<file path="src/pps_map.svh">
// Register offsets, field positions, reset values and timing counts for the pump sequencer
`ifndef PPS_MAP_SVH
`define PPS_MAP_SVH

// ****************************************
// Register offsets (byte addresses)
// ****************************************
`define PPS_CTRL_OFS 8'h00
`define PPS_VOL_OFS 8'h04
`define PPS_STAT_OFS 8'h08
`define PPS_FILL_OFS 8'h0C
`define PPS_DLV_OFS 8'h10
`define PPS_TOT_OFS 8'h14

// ****************************************
// Field positions
// ****************************************
`define PPS_CTRL_TRIG_BIT 0
`define PPS_STAT_BUSY_BIT 0
`define PPS_STAT_DIR_BIT 1
`define PPS_STAT_RUN_BIT 2
`define PPS_STAT_LIQ_BIT 3
`define PPS_STAT_STATE_LSB 4

// ****************************************
// Reset values and timing
// ****************************************
`define PPS_VOL_RST 32'h0000_0000
`define PPS_CLK_HZ 125000000
`define PPS_RELAY_MS 20
`define PPS_PURGE_PULSES 200
`define PPS_PPR 10

`endif

</file>
<file path="src/pps_pkg.sv">
// Types shared by the pump sequencer files
package pps_pkg;

  // Sequencer states, Gray codes along the usual path except the two-bit DONE to IDLE return
  typedef enum logic [3:0] {
    PPS_IDLE = 4'b0000,
    PPS_PRE_SET = 4'b0001,
    PPS_PRE_RUN = 4'b0011,
    PPS_FILL_SET = 4'b0010,
    PPS_FILL_RUN = 4'b0110,
    PPS_DLV_RUN = 4'b0111,
    PPS_POST_SET = 4'b0101,
    PPS_POST_RUN = 4'b0100,
    PPS_DONE = 4'b1100
  } pps_state_t;

  // Motor drive outputs travel together
  typedef struct packed {
    logic dir_fwd;
    logic run;
    logic sensor_pwr;
  } pps_drive_t;

endpackage

</file>
<file path="src/pps_pulse_cnt.sv">
// Revolution pulse edge detector and counter
`timescale 1ns/10ps

module pps_pulse_cnt #(
  parameter int CW = 32
) (
  // Clock and reset
  input wire logic clk_i,
  input wire logic rst_i,
  // Control
  input wire logic clr_i,
  input wire logic en_i,
  input wire logic pulse_i,
  // Result
  output logic edge_o,
  output logic [CW-1:0] count_o
);

  logic prev_reg;
  logic prev_next;
  logic [CW-1:0] cnt_reg;
  logic [CW-1:0] cnt_next;

  // Count rising edges only while the sensor is powered
  always_comb begin
    // Held high while unpowered, so a sensor waking mid-pulse gives no false edge
    prev_next = en_i ? pulse_i : 1'b1;
    edge_o = en_i && pulse_i && !prev_reg;
    cnt_next = cnt_reg;
    if (clr_i) begin
      cnt_next = '0;
    end else if (edge_o) begin
      cnt_next = cnt_reg + 1'b1;
    end
  end

  // State registers
  always_ff @(posedge clk_i) begin
    if (rst_i) begin
      prev_reg <= 1'b1;
      cnt_reg <= '0;
    end else begin
      prev_reg <= prev_next;
      cnt_reg <= cnt_next;
    end
  end

  assign count_o = cnt_reg;

endmodule

</file>
<file path="src/pps_sequencer.sv">
// Peristaltic pump sample-event sequencer with Wishbone registers
`timescale 1ns/10ps
`include "pps_map.svh"

// Functional notes
// - Direction output low means relay at rest and reverse pumping, high means forward.
// - Each run sets direction, waits the relay settle time, then raises motor run.
// - The revolution sensor is powered exactly while motor run is active.
// - Each sensor pulse is counted and the count measures pumped volume.
// - Pulses convert to rotor revolutions by a constant pulses-per-revolution factor.
// - A sample event starts with a reverse purge.
// - After the pre-purge the pump turns forward to fill the line.
// - Fill revolutions are counted and at liquid detection the delivery count is computed.
// - The pump keeps forward until the computed delivery count is reached.
// - After delivery the pump purges in reverse and then motor run drops.
// - After stopping the sequencer idles until the next trigger, restarting at pre-purge.
module pps_sequencer #(
  parameter int RELAY_CYC = (`PPS_CLK_HZ / 1000) * `PPS_RELAY_MS,
  parameter int PURGE_PULSES = `PPS_PURGE_PULSES,
  parameter int PPR = `PPS_PPR
) (
  // Clock and reset
  input wire logic clk_i,
  input wire logic rst_i,
  // Wishbone slave
  input wire logic cyc_i,
  input wire logic stb_i,
  input wire logic we_i,
  input wire logic [7:0] adr_i,
  input wire logic [3:0] sel_i,
  input wire logic [31:0] dat_i,
  output logic [31:0] dat_o,
  output logic ack_o,
  // Host event side
  input wire logic trigger_i,
  output logic done_o,
  output logic busy_o,
  // Pump board
  input wire logic liquid_i,
  input wire logic rev_pulse_i,
  output logic direction_relay_o,
  output logic motor_run_o,
  output logic sensor_pwr_o
);

  // ****************************************
  // Declarations
  // ****************************************
  pps_pkg::pps_state_t st_reg, st_next;
  pps_pkg::pps_drive_t drv_reg, drv_next;
  logic [31:0] wait_reg, wait_next;
  logic [31:0] vol_reg, vol_next;
  logic [31:0] fill_reg, fill_next;
  logic [31:0] dlv_reg, dlv_next;
  logic [31:0] tot_reg, tot_next;
  logic done_reg, done_next;
  logic busy_reg, busy_next;
  logic trig_reg, trig_next;
  logic ack_reg, ack_next;
  logic [31:0] rdat_reg, rdat_next;
  logic cnt_clr;
  logic pulse_edge;
  logic [31:0] pulse_cnt;
  logic wb_req;
  logic [31:0] fill_revs;

  // ****************************************
  // Revolution pulse counter
  // ****************************************
  // count sensor pulses
  pps_pulse_cnt #(
    .CW(32)
  ) u_cnt (
    .clk_i(clk_i),
    .rst_i(rst_i),
    .clr_i(cnt_clr),
    .en_i(drv_reg.sensor_pwr),
    .pulse_i(rev_pulse_i),
    .edge_o(pulse_edge),
    .count_o(pulse_cnt)
  );

  assign fill_revs = pulse_cnt / 32'(PPR);

  // ****************************************
  // Wishbone slave
  // ****************************************
  assign wb_req = cyc_i && stb_i && !ack_reg;

  // One-wait answer; trigger bit is write-only, pulses a start
  always_comb begin
    ack_next = wb_req;
    rdat_next = 32'h0000_0000;
    vol_next = vol_reg;
    trig_next = 1'b0;
    if (wb_req && we_i) begin
      if (adr_i == `PPS_CTRL_OFS && sel_i[0]) begin
        trig_next = dat_i[`PPS_CTRL_TRIG_BIT];
      end
      if (adr_i == `PPS_VOL_OFS) begin
        for (int b = 0; b < 4; b++) begin
          if (sel_i[b]) begin
            vol_next[b*8 +: 8] = dat_i[b*8 +: 8];
          end
        end
      end
    end else if (wb_req) begin
      unique case (adr_i)
        `PPS_VOL_OFS: rdat_next = vol_reg;
        `PPS_STAT_OFS: begin
          rdat_next[`PPS_STAT_BUSY_BIT] = (st_reg != pps_pkg::PPS_IDLE);
          rdat_next[`PPS_STAT_DIR_BIT] = drv_reg.dir_fwd;
          rdat_next[`PPS_STAT_RUN_BIT] = drv_reg.run;
          rdat_next[`PPS_STAT_LIQ_BIT] = liquid_i;
          rdat_next[`PPS_STAT_STATE_LSB +: 4] = st_reg;
        end
        `PPS_FILL_OFS: rdat_next = fill_reg;
        `PPS_DLV_OFS: rdat_next = dlv_reg;
        `PPS_TOT_OFS: rdat_next = tot_reg;
        default: rdat_next = 32'h0000_0000;
      endcase
    end
  end

  // Bus registers
  always_ff @(posedge clk_i) begin
    if (rst_i) begin
      ack_reg <= 1'b0;
      rdat_reg <= 32'h0000_0000;
      vol_reg <= `PPS_VOL_RST;
      trig_reg <= 1'b0;
    end else begin
      ack_reg <= ack_next;
      rdat_reg <= rdat_next;
      vol_reg <= vol_next;
      trig_reg <= trig_next;
    end
  end

  // ****************************************
  // Sequencer
  // ****************************************
  // Next state, drive and counters
  always_comb begin
    st_next = st_reg;
    drv_next = drv_reg;
    wait_next = wait_reg;
    fill_next = fill_reg;
    dlv_next = dlv_reg;
    tot_next = tot_reg;
    done_next = 1'b0;
    cnt_clr = 1'b0;
    if (pulse_edge) begin
      tot_next = tot_reg + 32'h0000_0001;
    end
    unique case (st_reg)
      pps_pkg::PPS_IDLE: begin
        if (trigger_i || trig_reg) begin
          drv_next.dir_fwd = 1'b0;
          wait_next = 32'(RELAY_CYC);
          st_next = pps_pkg::PPS_PRE_SET;
        end
      end
      pps_pkg::PPS_PRE_SET, pps_pkg::PPS_FILL_SET, pps_pkg::PPS_POST_SET: begin
        if (wait_reg > 32'h0000_0001) begin
          wait_next = wait_reg - 32'h0000_0001;
        end else begin
          drv_next.run = 1'b1;
          drv_next.sensor_pwr = 1'b1;
          cnt_clr = 1'b1;
          st_next = (st_reg == pps_pkg::PPS_PRE_SET) ? pps_pkg::PPS_PRE_RUN :
                    (st_reg == pps_pkg::PPS_FILL_SET) ? pps_pkg::PPS_FILL_RUN : pps_pkg::PPS_POST_RUN;
        end
      end
      pps_pkg::PPS_PRE_RUN: begin
        if (pulse_cnt >= 32'(PURGE_PULSES)) begin
          drv_next = '0;
          drv_next.dir_fwd = 1'b1;
          wait_next = 32'(RELAY_CYC);
          st_next = pps_pkg::PPS_FILL_SET;
        end
      end
      pps_pkg::PPS_FILL_RUN: begin
        if (liquid_i) begin
          fill_next = fill_revs;
          dlv_next = (vol_reg + fill_revs) * 32'(PPR);
          cnt_clr = 1'b1;
          st_next = pps_pkg::PPS_DLV_RUN;
        end
      end
      pps_pkg::PPS_DLV_RUN: begin
        if (pulse_cnt >= dlv_reg) begin
          drv_next = '0;
          wait_next = 32'(RELAY_CYC);
          st_next = pps_pkg::PPS_POST_SET;
        end
      end
      pps_pkg::PPS_POST_RUN: begin
        if (pulse_cnt >= 32'(PURGE_PULSES)) begin
          drv_next = '0;
          st_next = pps_pkg::PPS_DONE;
        end
      end
      pps_pkg::PPS_DONE: begin
        done_next = 1'b1;
        st_next = pps_pkg::PPS_IDLE;
      end
      default: begin
        drv_next = '0;
        st_next = pps_pkg::PPS_IDLE;
      end
    endcase
    // Busy registered from next state, so the pin comes straight off a flop
    busy_next = (st_next != pps_pkg::PPS_IDLE);
  end

  // Sequencer registers
  always_ff @(posedge clk_i) begin
    if (rst_i) begin
      st_reg <= pps_pkg::PPS_IDLE;
      drv_reg <= '0;
      wait_reg <= 32'h0000_0000;
      fill_reg <= 32'h0000_0000;
      dlv_reg <= 32'h0000_0000;
      tot_reg <= 32'h0000_0000;
      done_reg <= 1'b0;
      busy_reg <= 1'b0;
    end else begin
      st_reg <= st_next;
      drv_reg <= drv_next;
      wait_reg <= wait_next;
      fill_reg <= fill_next;
      dlv_reg <= dlv_next;
      tot_reg <= tot_next;
      done_reg <= done_next;
      busy_reg <= busy_next;
    end
  end

  // ****************************************
  // Outputs
  // ****************************************
  // high selects forward
  assign direction_relay_o = drv_reg.dir_fwd;
  assign motor_run_o = drv_reg.run;
  assign sensor_pwr_o = drv_reg.sensor_pwr;
  assign done_o = done_reg;
  assign busy_o = busy_reg;
  assign ack_o = ack_reg;
  assign dat_o = rdat_reg;

  // ****************************************
  // Assertions
  // ****************************************
  property p_run_after_settle;
    // Direction must already have held for two edges; a settle under two cycles is not useful
    @(posedge clk_i) disable iff (rst_i) $rose(motor_run_o) |->
      direction_relay_o == $past(direction_relay_o, 1) && direction_relay_o == $past(direction_relay_o, 2);
  endproperty
  a_run_after_settle: assert property (p_run_after_settle) else $error("run rose without settle");

  property p_sensor_with_run;
    @(posedge clk_i) disable iff (rst_i) sensor_pwr_o == motor_run_o;
  endproperty
  a_sensor_with_run: assert property (p_sensor_with_run) else $error("sensor power differs from run");

  property p_dir_stable_running;
    @(posedge clk_i) disable iff (rst_i) motor_run_o && $past(motor_run_o) |-> $stable(direction_relay_o);
  endproperty
  a_dir_stable_running: assert property (p_dir_stable_running) else $error("direction changed while running");

  property p_pre_reverse;
    @(posedge clk_i) disable iff (rst_i) st_reg == pps_pkg::PPS_PRE_RUN |-> !direction_relay_o;
  endproperty
  a_pre_reverse: assert property (p_pre_reverse) else $error("pre-purge not reverse");

  property p_fill_forward;
    @(posedge clk_i) disable iff (rst_i) st_reg == pps_pkg::PPS_FILL_RUN |-> direction_relay_o && motor_run_o;
  endproperty
  a_fill_forward: assert property (p_fill_forward) else $error("fill not forward");

  property p_liquid_to_deliver;
    @(posedge clk_i) disable iff (rst_i) st_reg == pps_pkg::PPS_FILL_RUN && liquid_i |=> st_reg == pps_pkg::PPS_DLV_RUN;
  endproperty
  a_liquid_to_deliver: assert property (p_liquid_to_deliver) else $error("no delivery after liquid");

  property p_post_reverse;
    @(posedge clk_i) disable iff (rst_i) st_reg == pps_pkg::PPS_POST_RUN |-> !direction_relay_o;
  endproperty
  a_post_reverse: assert property (p_post_reverse) else $error("post-purge not reverse");

  property p_done_one;
    @(posedge clk_i) disable iff (rst_i) done_o |-> !motor_run_o ##1 !done_o;
  endproperty
  a_done_one: assert property (p_done_one) else $error("done not a stopped single pulse");

  property p_idle_off;
    @(posedge clk_i) disable iff (rst_i) st_reg == pps_pkg::PPS_IDLE |-> !motor_run_o && !busy_o;
  endproperty
  a_idle_off: assert property (p_idle_off) else $error("motor on while idle");

  c_event: cover property (@(posedge clk_i) disable iff (rst_i) done_o);
  c_liquid: cover property (@(posedge clk_i) disable iff (rst_i) st_reg == pps_pkg::PPS_DLV_RUN);
  c_wb_read: cover property (@(posedge clk_i) disable iff (rst_i) ack_o && !we_i);

endmodule

</file>
<file path="config.mk">
export PLATFORM = sky130hd
export DESIGN_NAME = pps_sequencer
export DESIGN_NICKNAME = d
export VERILOG_FILES = /design/src/pps_pkg.sv /design/src/pps_pulse_cnt.sv /design/src/pps_sequencer.sv
export VERILOG_INCLUDE_DIRS = /design/src
export SDC_FILE = /design/constraint.sdc
export NUM_CORES = 1
export LEC_CHECK = 0
export ABC_CLOCK_PERIOD_IN_PS = 15700
export BUFFER_PORTS_ARGS = -buffer_cell sky130_fd_sc_hd__buf_2
export CAP_MARGIN = 10
export CORE_MARGIN = 2
export CORE_UTILIZATION = 50
export CTS_BUF_LIST = sky130_fd_sc_hd__clkbuf_2 sky130_fd_sc_hd__clkbuf_4 sky130_fd_sc_hd__clkbuf_8
export CTS_CLUSTER_SIZE = 25
export DETAILED_ROUTE_END_ITERATION = 8
export GPL_TIMING_DRIVEN = 0
export PLACE_DENSITY_LB_ADDON = 0.05
export SYNTH_ARGS = -nofsm -noshare
export SYNTH_HDL_FRONTEND = slang
export SYNTH_SLANG_ARGS = --single-unit
</file>
<file path="constraint.sdc">
create_clock -name clk_i -period 15.7 [get_ports clk_i]
set_input_delay 1.57 -clock clk_i [delete_from_list [all_inputs] [get_ports clk_i]]
set_output_delay 1.57 -clock clk_i [all_outputs]
set_load 0.02 [all_outputs]
</file>
Yosys cells after proc, flatten, opt, wreduce, memory -nomap -nowiden:

Index checks and enable logic that the tools add are counted.

* register bits: 235
* input port bits: 52
* output and inout bits: 38

* add/subtract/negate cells: 4
* multiplexer cells: 27
* $mul: 1
* reductions and logical operators: 29
* order comparisons: 3
* divide/modulo/power cells: 1
* equal/unequal tests: 19
* bitwise gates (word level): 6

Operators with widths (number)
* 32-bit two-way mux: 4
* 32-bit case mux with 4 select lines: 1
* 24-bit case mux with 4 select lines: 1
* 32-bit by 1-bit adder with 32-bit output (second input constant): 2
* 8-bit case mux with 5 select lines: 1
* 32-bit adder: 1
* 32-bit by 4-bit divider with 32-bit output (second input constant): 1
* 32-bit greater-or-equal comparator: 1
* 32-bit by 8-bit greater-or-equal comparator with 1-bit output (second input constant): 1
* 32-bit by 1-bit greater-than comparator with 1-bit output (second input constant): 1
* 32-bit by 3-bit multiplier with 31-bit output (second input constant): 1
* 32-bit by 1-bit subtractor with 32-bit output (second input constant): 1
* 4-bit two-way mux: 6
* 4-bit case mux with 6 select lines: 1
* 4-bit by 3-bit == test with 1-bit output (second input constant): 4
* 8-bit by 4-bit == test with 1-bit output (second input constant): 2
* 8-bit by 5-bit == test with 1-bit output (second input constant): 2
* 5-bit AND reduction: 3
* 3-bit two-way mux: 4
* 2-bit != test (second input constant): 6
* 3-bit AND reduction: 4
* 4-bit nonzero test: 3
* 3-bit OR reduction: 4
* 2-bit case mux with 5 select lines: 1
* 17 further kinds: 34

Longest topological paths before layout:

* word-level depth: 6
* mapped depth: 93
* depth with buffers taken out: 83

By module:

Synthesis repeated with hierarchy kept, for this count alone.

* cells, all modules: 2350
* area total of the unflattened synthesis: 18238.7 µm²

Modules (own cells, without submodules)
* pps_sequencer: instances 1, cells an instance 2153, area an instance 16562.1 µm²
* pps_pulse_cnt: instances 1, cells an instance 197, area an instance 1676.6 µm²

Least setup slack after synthesis:

Ideal clock, no wire load.

* path type: flip-flop to flip-flop
* start: register u_cnt.cnt_reg[31], in the netlist u_cnt.count_o[31]
* end: register dlv_reg[31]
* buffers on the path: 8
* path slack: 520 ps
* stages on the path, launching flop included: 91
* data required time: 15630 ps
* setup time: 70 ps
* data arrival time: 15109 ps
* clock period less this slack: 15180 ps
* path through: dfxtp_1 buf_4 nor2b_4 buf_6 o22ai_1 a221o_1 or3_1 buf_2 and3_1 buf_6 o211ai_2 o22ai_2 or3_1 buf_6 a31oi_2 o211ai_2 o2111ai_2 a21oi_2 [55 not listed] xor2_1 ha_1 ha_1 inv_1 o21bai_1 a21oi_1 o21bai_1 a21oi_1 o21bai_1 a21oi_1 o21bai_1 a21oi_1 o21bai_1 a21oi_1 xnor2_1 xnor2_1 nand2_1 a21oi_1

* word-level cells in the longest chain between the ends: 3

RTL lines
* from (decl): RTL line pps_pulse_cnt.sv:21 `logic [CW-1:0] cnt_reg;`
* from (signal assigned): RTL line pps_pulse_cnt.sv:44 `cnt_reg <= cnt_next;`
* 32-bit by 4-bit divider with 32-bit output: RTL line pps_sequencer.sv:83 `assign fill_revs = pulse_cnt / 32'(PPR);`
* named net fill_revs[9]: RTL line pps_sequencer.sv:65 `logic [31:0] fill_revs;`
* 32-bit adder: RTL line pps_sequencer.sv:186 `dlv_next = (vol_reg + fill_revs) * 32'(PPR);`
* 32-bit by 3-bit multiplier with 31-bit output: RTL line pps_sequencer.sv:186
* to (signal assigned): RTL line pps_sequencer.sv:233 `dlv_reg <= dlv_next;`
* to (decl): RTL line pps_sequencer.sv:54 `logic [31:0] dlv_reg, dlv_next;`

The timed path passes the listed nets, and every way through them passes these cells.
A chain may end at the register's enable or synchronous reset.

Final worst setup path:

* start: register u_cnt.cnt_reg[29], in the netlist u_cnt.count_o[29]
* end: register dlv_reg[31]

The elaborated chain is that of the path after synthesis.

==> impl_metrics.json <==
{
  "outcome": "finished with violations",
  "violations": "negative setup slack",
  "use_met2_pct": 53.9,
  "place.gp.congestion": 0.953,
  "yosysTopAreaCell": "dfxtp_1",
  "placed_cell_area_um2": 19200,
  "synth_edf_count": 0,
  "grt_pass1_vias": 18043,
  "clock_latency_ns": 0.58,
  "cts_buffers": 41,
  "coreArea_um2": 35700,
  "maxCapViolCount": 0,
  "required_ns": 16.20,
  "vdd_drop_max_mv": 0.0486,
  "io_pins": 90,
  "postLayoutCellArea_um2": 24300,
  "wl_mm": 63.9,
  "fp.dieW_um": 195,
  "drv_slew": 0,
  "syn_nets": 2503,
  "met1_usage_pct": 41.7,
  "design.die.area_um2": 37800,
  "setup_viol": 2,
  "ys.flop_type": "dfxtp_1",
  "reg2reg_slack_ns": -0.31,
  "hp-class": "reg -> reg",
  "viasPerCell": 6.07,
  "worstPathMaxFanout": 10,
  "seq_area_frac_synth_pct": 25.5,
  "avgRoutedWirePerCell_um": 20.3,
  "synth_cell_type_count": 130,
  "avgSynthCellArea_um2": 7.80,
  "synth_most_common_cell": "nor2_1",
  "n_antenna_cell": 0,
  "die_y_um": 195,
  "crit_family": "compound AO/OA/AOI/OAI gates",
  "row_count": 69,
  "cts_sinks": 231,
  "p_per_area_nw_per_um2": 53.3,
  "root_buffer": "clkbuf_8",
  "gr-total-overflow": 0,
  "synthesis.instances": 2328,
  "grt_max_degree": 13,
  "p_comb_share_pct": 6.4,
  "nets": 2840,
  "power_frac_seq_pct": 46.5,
  "cts_tree": "built",
  "synth_area_um2": 18200,
  "synth_top_area_share_pct": 25.5,
  "grt_pass1_wl_mm": 97.5,
  "critPathMaxStageDelay_ns": 0.52,
  "p_int_mw": 0.963,
  "antenna_found_initial": 0,
  "slew-limit-headroom_pct": 32.6,
  "synth_commonest_cells": "287 x nor2_1, 231 x dfxtp_1, 207 x nand2_1",
  "skew_ns": 0.0230,
  "fmax_ghz": 0.0624,
  "clockBufferDepth": 3,
  "min_period_ns": 16.01,
  "area_growth_pct": 33.6,
  "start_util_pct": 50.9,
  "critPathCaptureType": "flop",
  "crit_path_frequent_cell": "o21ai_2",
  "post-dp-hpwl_mm": 43.4,
  "p_leak_nw": 9.31,
  "cp_num_buf_inv": 18,
  "drcViolationCount": 0,
  "p_sw_share_pct": 25.4,
  "slowest_stage": "or4b_1",
  "clkTransAtPathRegs_ns": 0.06,
  "synthTopCellsByArea": "dfxtp_1 25%, ha_1 8.3%, mux2i_1 6.2%",
  "hold_viol": 0,
  "dr.first_iter.drc_count": 1402,
  "layout-drive-gt1-share_pct": 28.8,
  "crit_path_start_kind": "flop",
  "ys_ff_latch": 231,
  "timing.final.ws_setup_ns": -0.314,
  "htreeDepth": 2,
  "p_switching_mw": 0.328,
  "grt.total_usage_pct": 31.7,
  "async_flop_share_pct": 0,
  "route.antenna.remaining_nets": 0,
  "critPathKind": "reg -> reg",
  "port_buffers": 87,
  "firstDrtPassIters": 5,
  "clock_power_share_pct": 47.1,
  "fin_crit_sh_pct": 102,
  "grtUsageMet3_pct": 3.56,
  "place_ws_ns": -2.94,
  "yosysWarningCount": 0,
  "worst_slew_pin_slew_ns": 1.01,
  "hold_buffers": 0,
  "rsz0062_at_grt": "true",
  "arrival_ns": 16.52,
  "busiest_layer": "met2",
  "num_vias": 19158
}
## timing repair
action,4_1_cts,5_1_grt
setup endpoints to repair,18,10
setup buffers,129,73
resized for setup,320,208
cloned,9,1
pin swaps,163,194
## worst register-to-register path, delay by kind of cell (launching register included)
kind            cells  cell delay, ns
buf+inv            18            2.46
simple gates       24            4.15
xor+xnor            3            0.47
flops               1            0.36
mux                 3            0.69
compound gates     44            6.74
fa+ha+maj           4            1.10
## metrics by stage
step	hold slack, ns	util, %	std cells	setup TNS (ns)	total power, mW
final	0.457	68.0	3156	-0.581	1.29
after global routing	0.482	68.0	3156	-4.46	1.34
after CTS	0.459	63.5	3083	0	1.30
after detailed placement	0.451	53.7	2876	-25.97	0.697
after global placement	0.444	53.7	2876	-23.36	0.694
after floorplan	0.436	-	2328	0	0.669
## final timing paths
check | start | to | cells past startpoint
setup / recovery | u_cnt.count_o[29] | dlv_reg[31] | 96
hold / removal | fill_reg[14] | fill_reg[14] | 2
setup reg to reg | u_cnt.count_o[29] | dlv_reg[31] | 96
hold reg to reg | fill_reg[14] | fill_reg[14] | 2
## metal layers
layer  wire (um)  vias up
li1            -     9023
met1       27400     9201
met2       30400      764
met3        3800      170
met4        2300        0
met5           0        -
## cell type report
| cell class | count | area, um2 |
|---|---|---|
| Multi-Input combinational cell | 1829 | 14700 |
| Fill cell | 2924 | 11400 |
| Sequential cell | 231 | 4640 |
| Timing Repair Buffer | 295 | 2160 |
| Clock buffer | 66 | 833 |
| Buffer | 138 | 781 |
| Tap cell | 461 | 577 |
| Inverter | 129 | 490 |
| Clock inverter | 7 | 56.3 |
## power by group through the flow
| stage | logic, mW | clock network [mW] | registers [mW] |
|---|---|---|---|
| 2_1_floorplan | 0.0556 | 0 | 0.613 |
| 3_3_place_gp | 0.0807 | 0 | 0.614 |
| 3_5_place_dp | 0.0824 | 0 | 0.614 |
| 4_1_cts | 0.0827 | 0.616 | 0.601 |
| 5_1_grt | 0.0912 | 0.643 | 0.602 |
| 6_report | 0.0828 | 0.608 | 0.601 |
## cells by family after synthesis
family / after synthesis / synth area share (%)
AND/OR/NAND/NOR: 820 / 21.6
AO/OA/AOI/OAI: 608 / 23.8
buffers and inverters: 271 / 6.18
flip-flops: 231 / 25.5
XOR/XNOR: 153 / 7.46
adder cells (fa/ha/maj): 125 / 8.67
multiplexers: 120 / 6.75
## cell usage in the layout, fill, tap and decap left out, types with 20 or more instances in the layout
| cell | netlist | layout |
|---|---|---|
| mux2i_1 | 112 | 102 |
| clkbuf_1 | 90 | 86 |
| dfxtp_1 | 231 | 227 |
| o22a_1 | 24 | 23 |
| buf_2 | 30 | 100 |
| buf_4 | 7 | 182 |
| o21ai_0 | 82 | 57 |
| nand4_1 | 22 | 22 |
| a211oi_1 | 26 | 20 |
| nand3_1 | 66 | 57 |
| xor2_1 | 50 | 46 |
| buf_6 | 5 | 37 |
| a21oi_2 | 2 | 39 |
| nor3_1 | 58 | 49 |
| xnor2_1 | 101 | 93 |
| or3_1 | 24 | 22 |
| clkbuf_8 | 0 | 55 |
| o21bai_1 | 29 | 25 |
| ha_1 | 121 | 101 |
| nand2_1 | 207 | 197 |
| inv_1 | 114 | 107 |
| nor2_1 | 287 | 273 |
| a21o_1 | 39 | 38 |
| a21oi_1 | 166 | 121 |
Power figures use the tool's default switching activity.
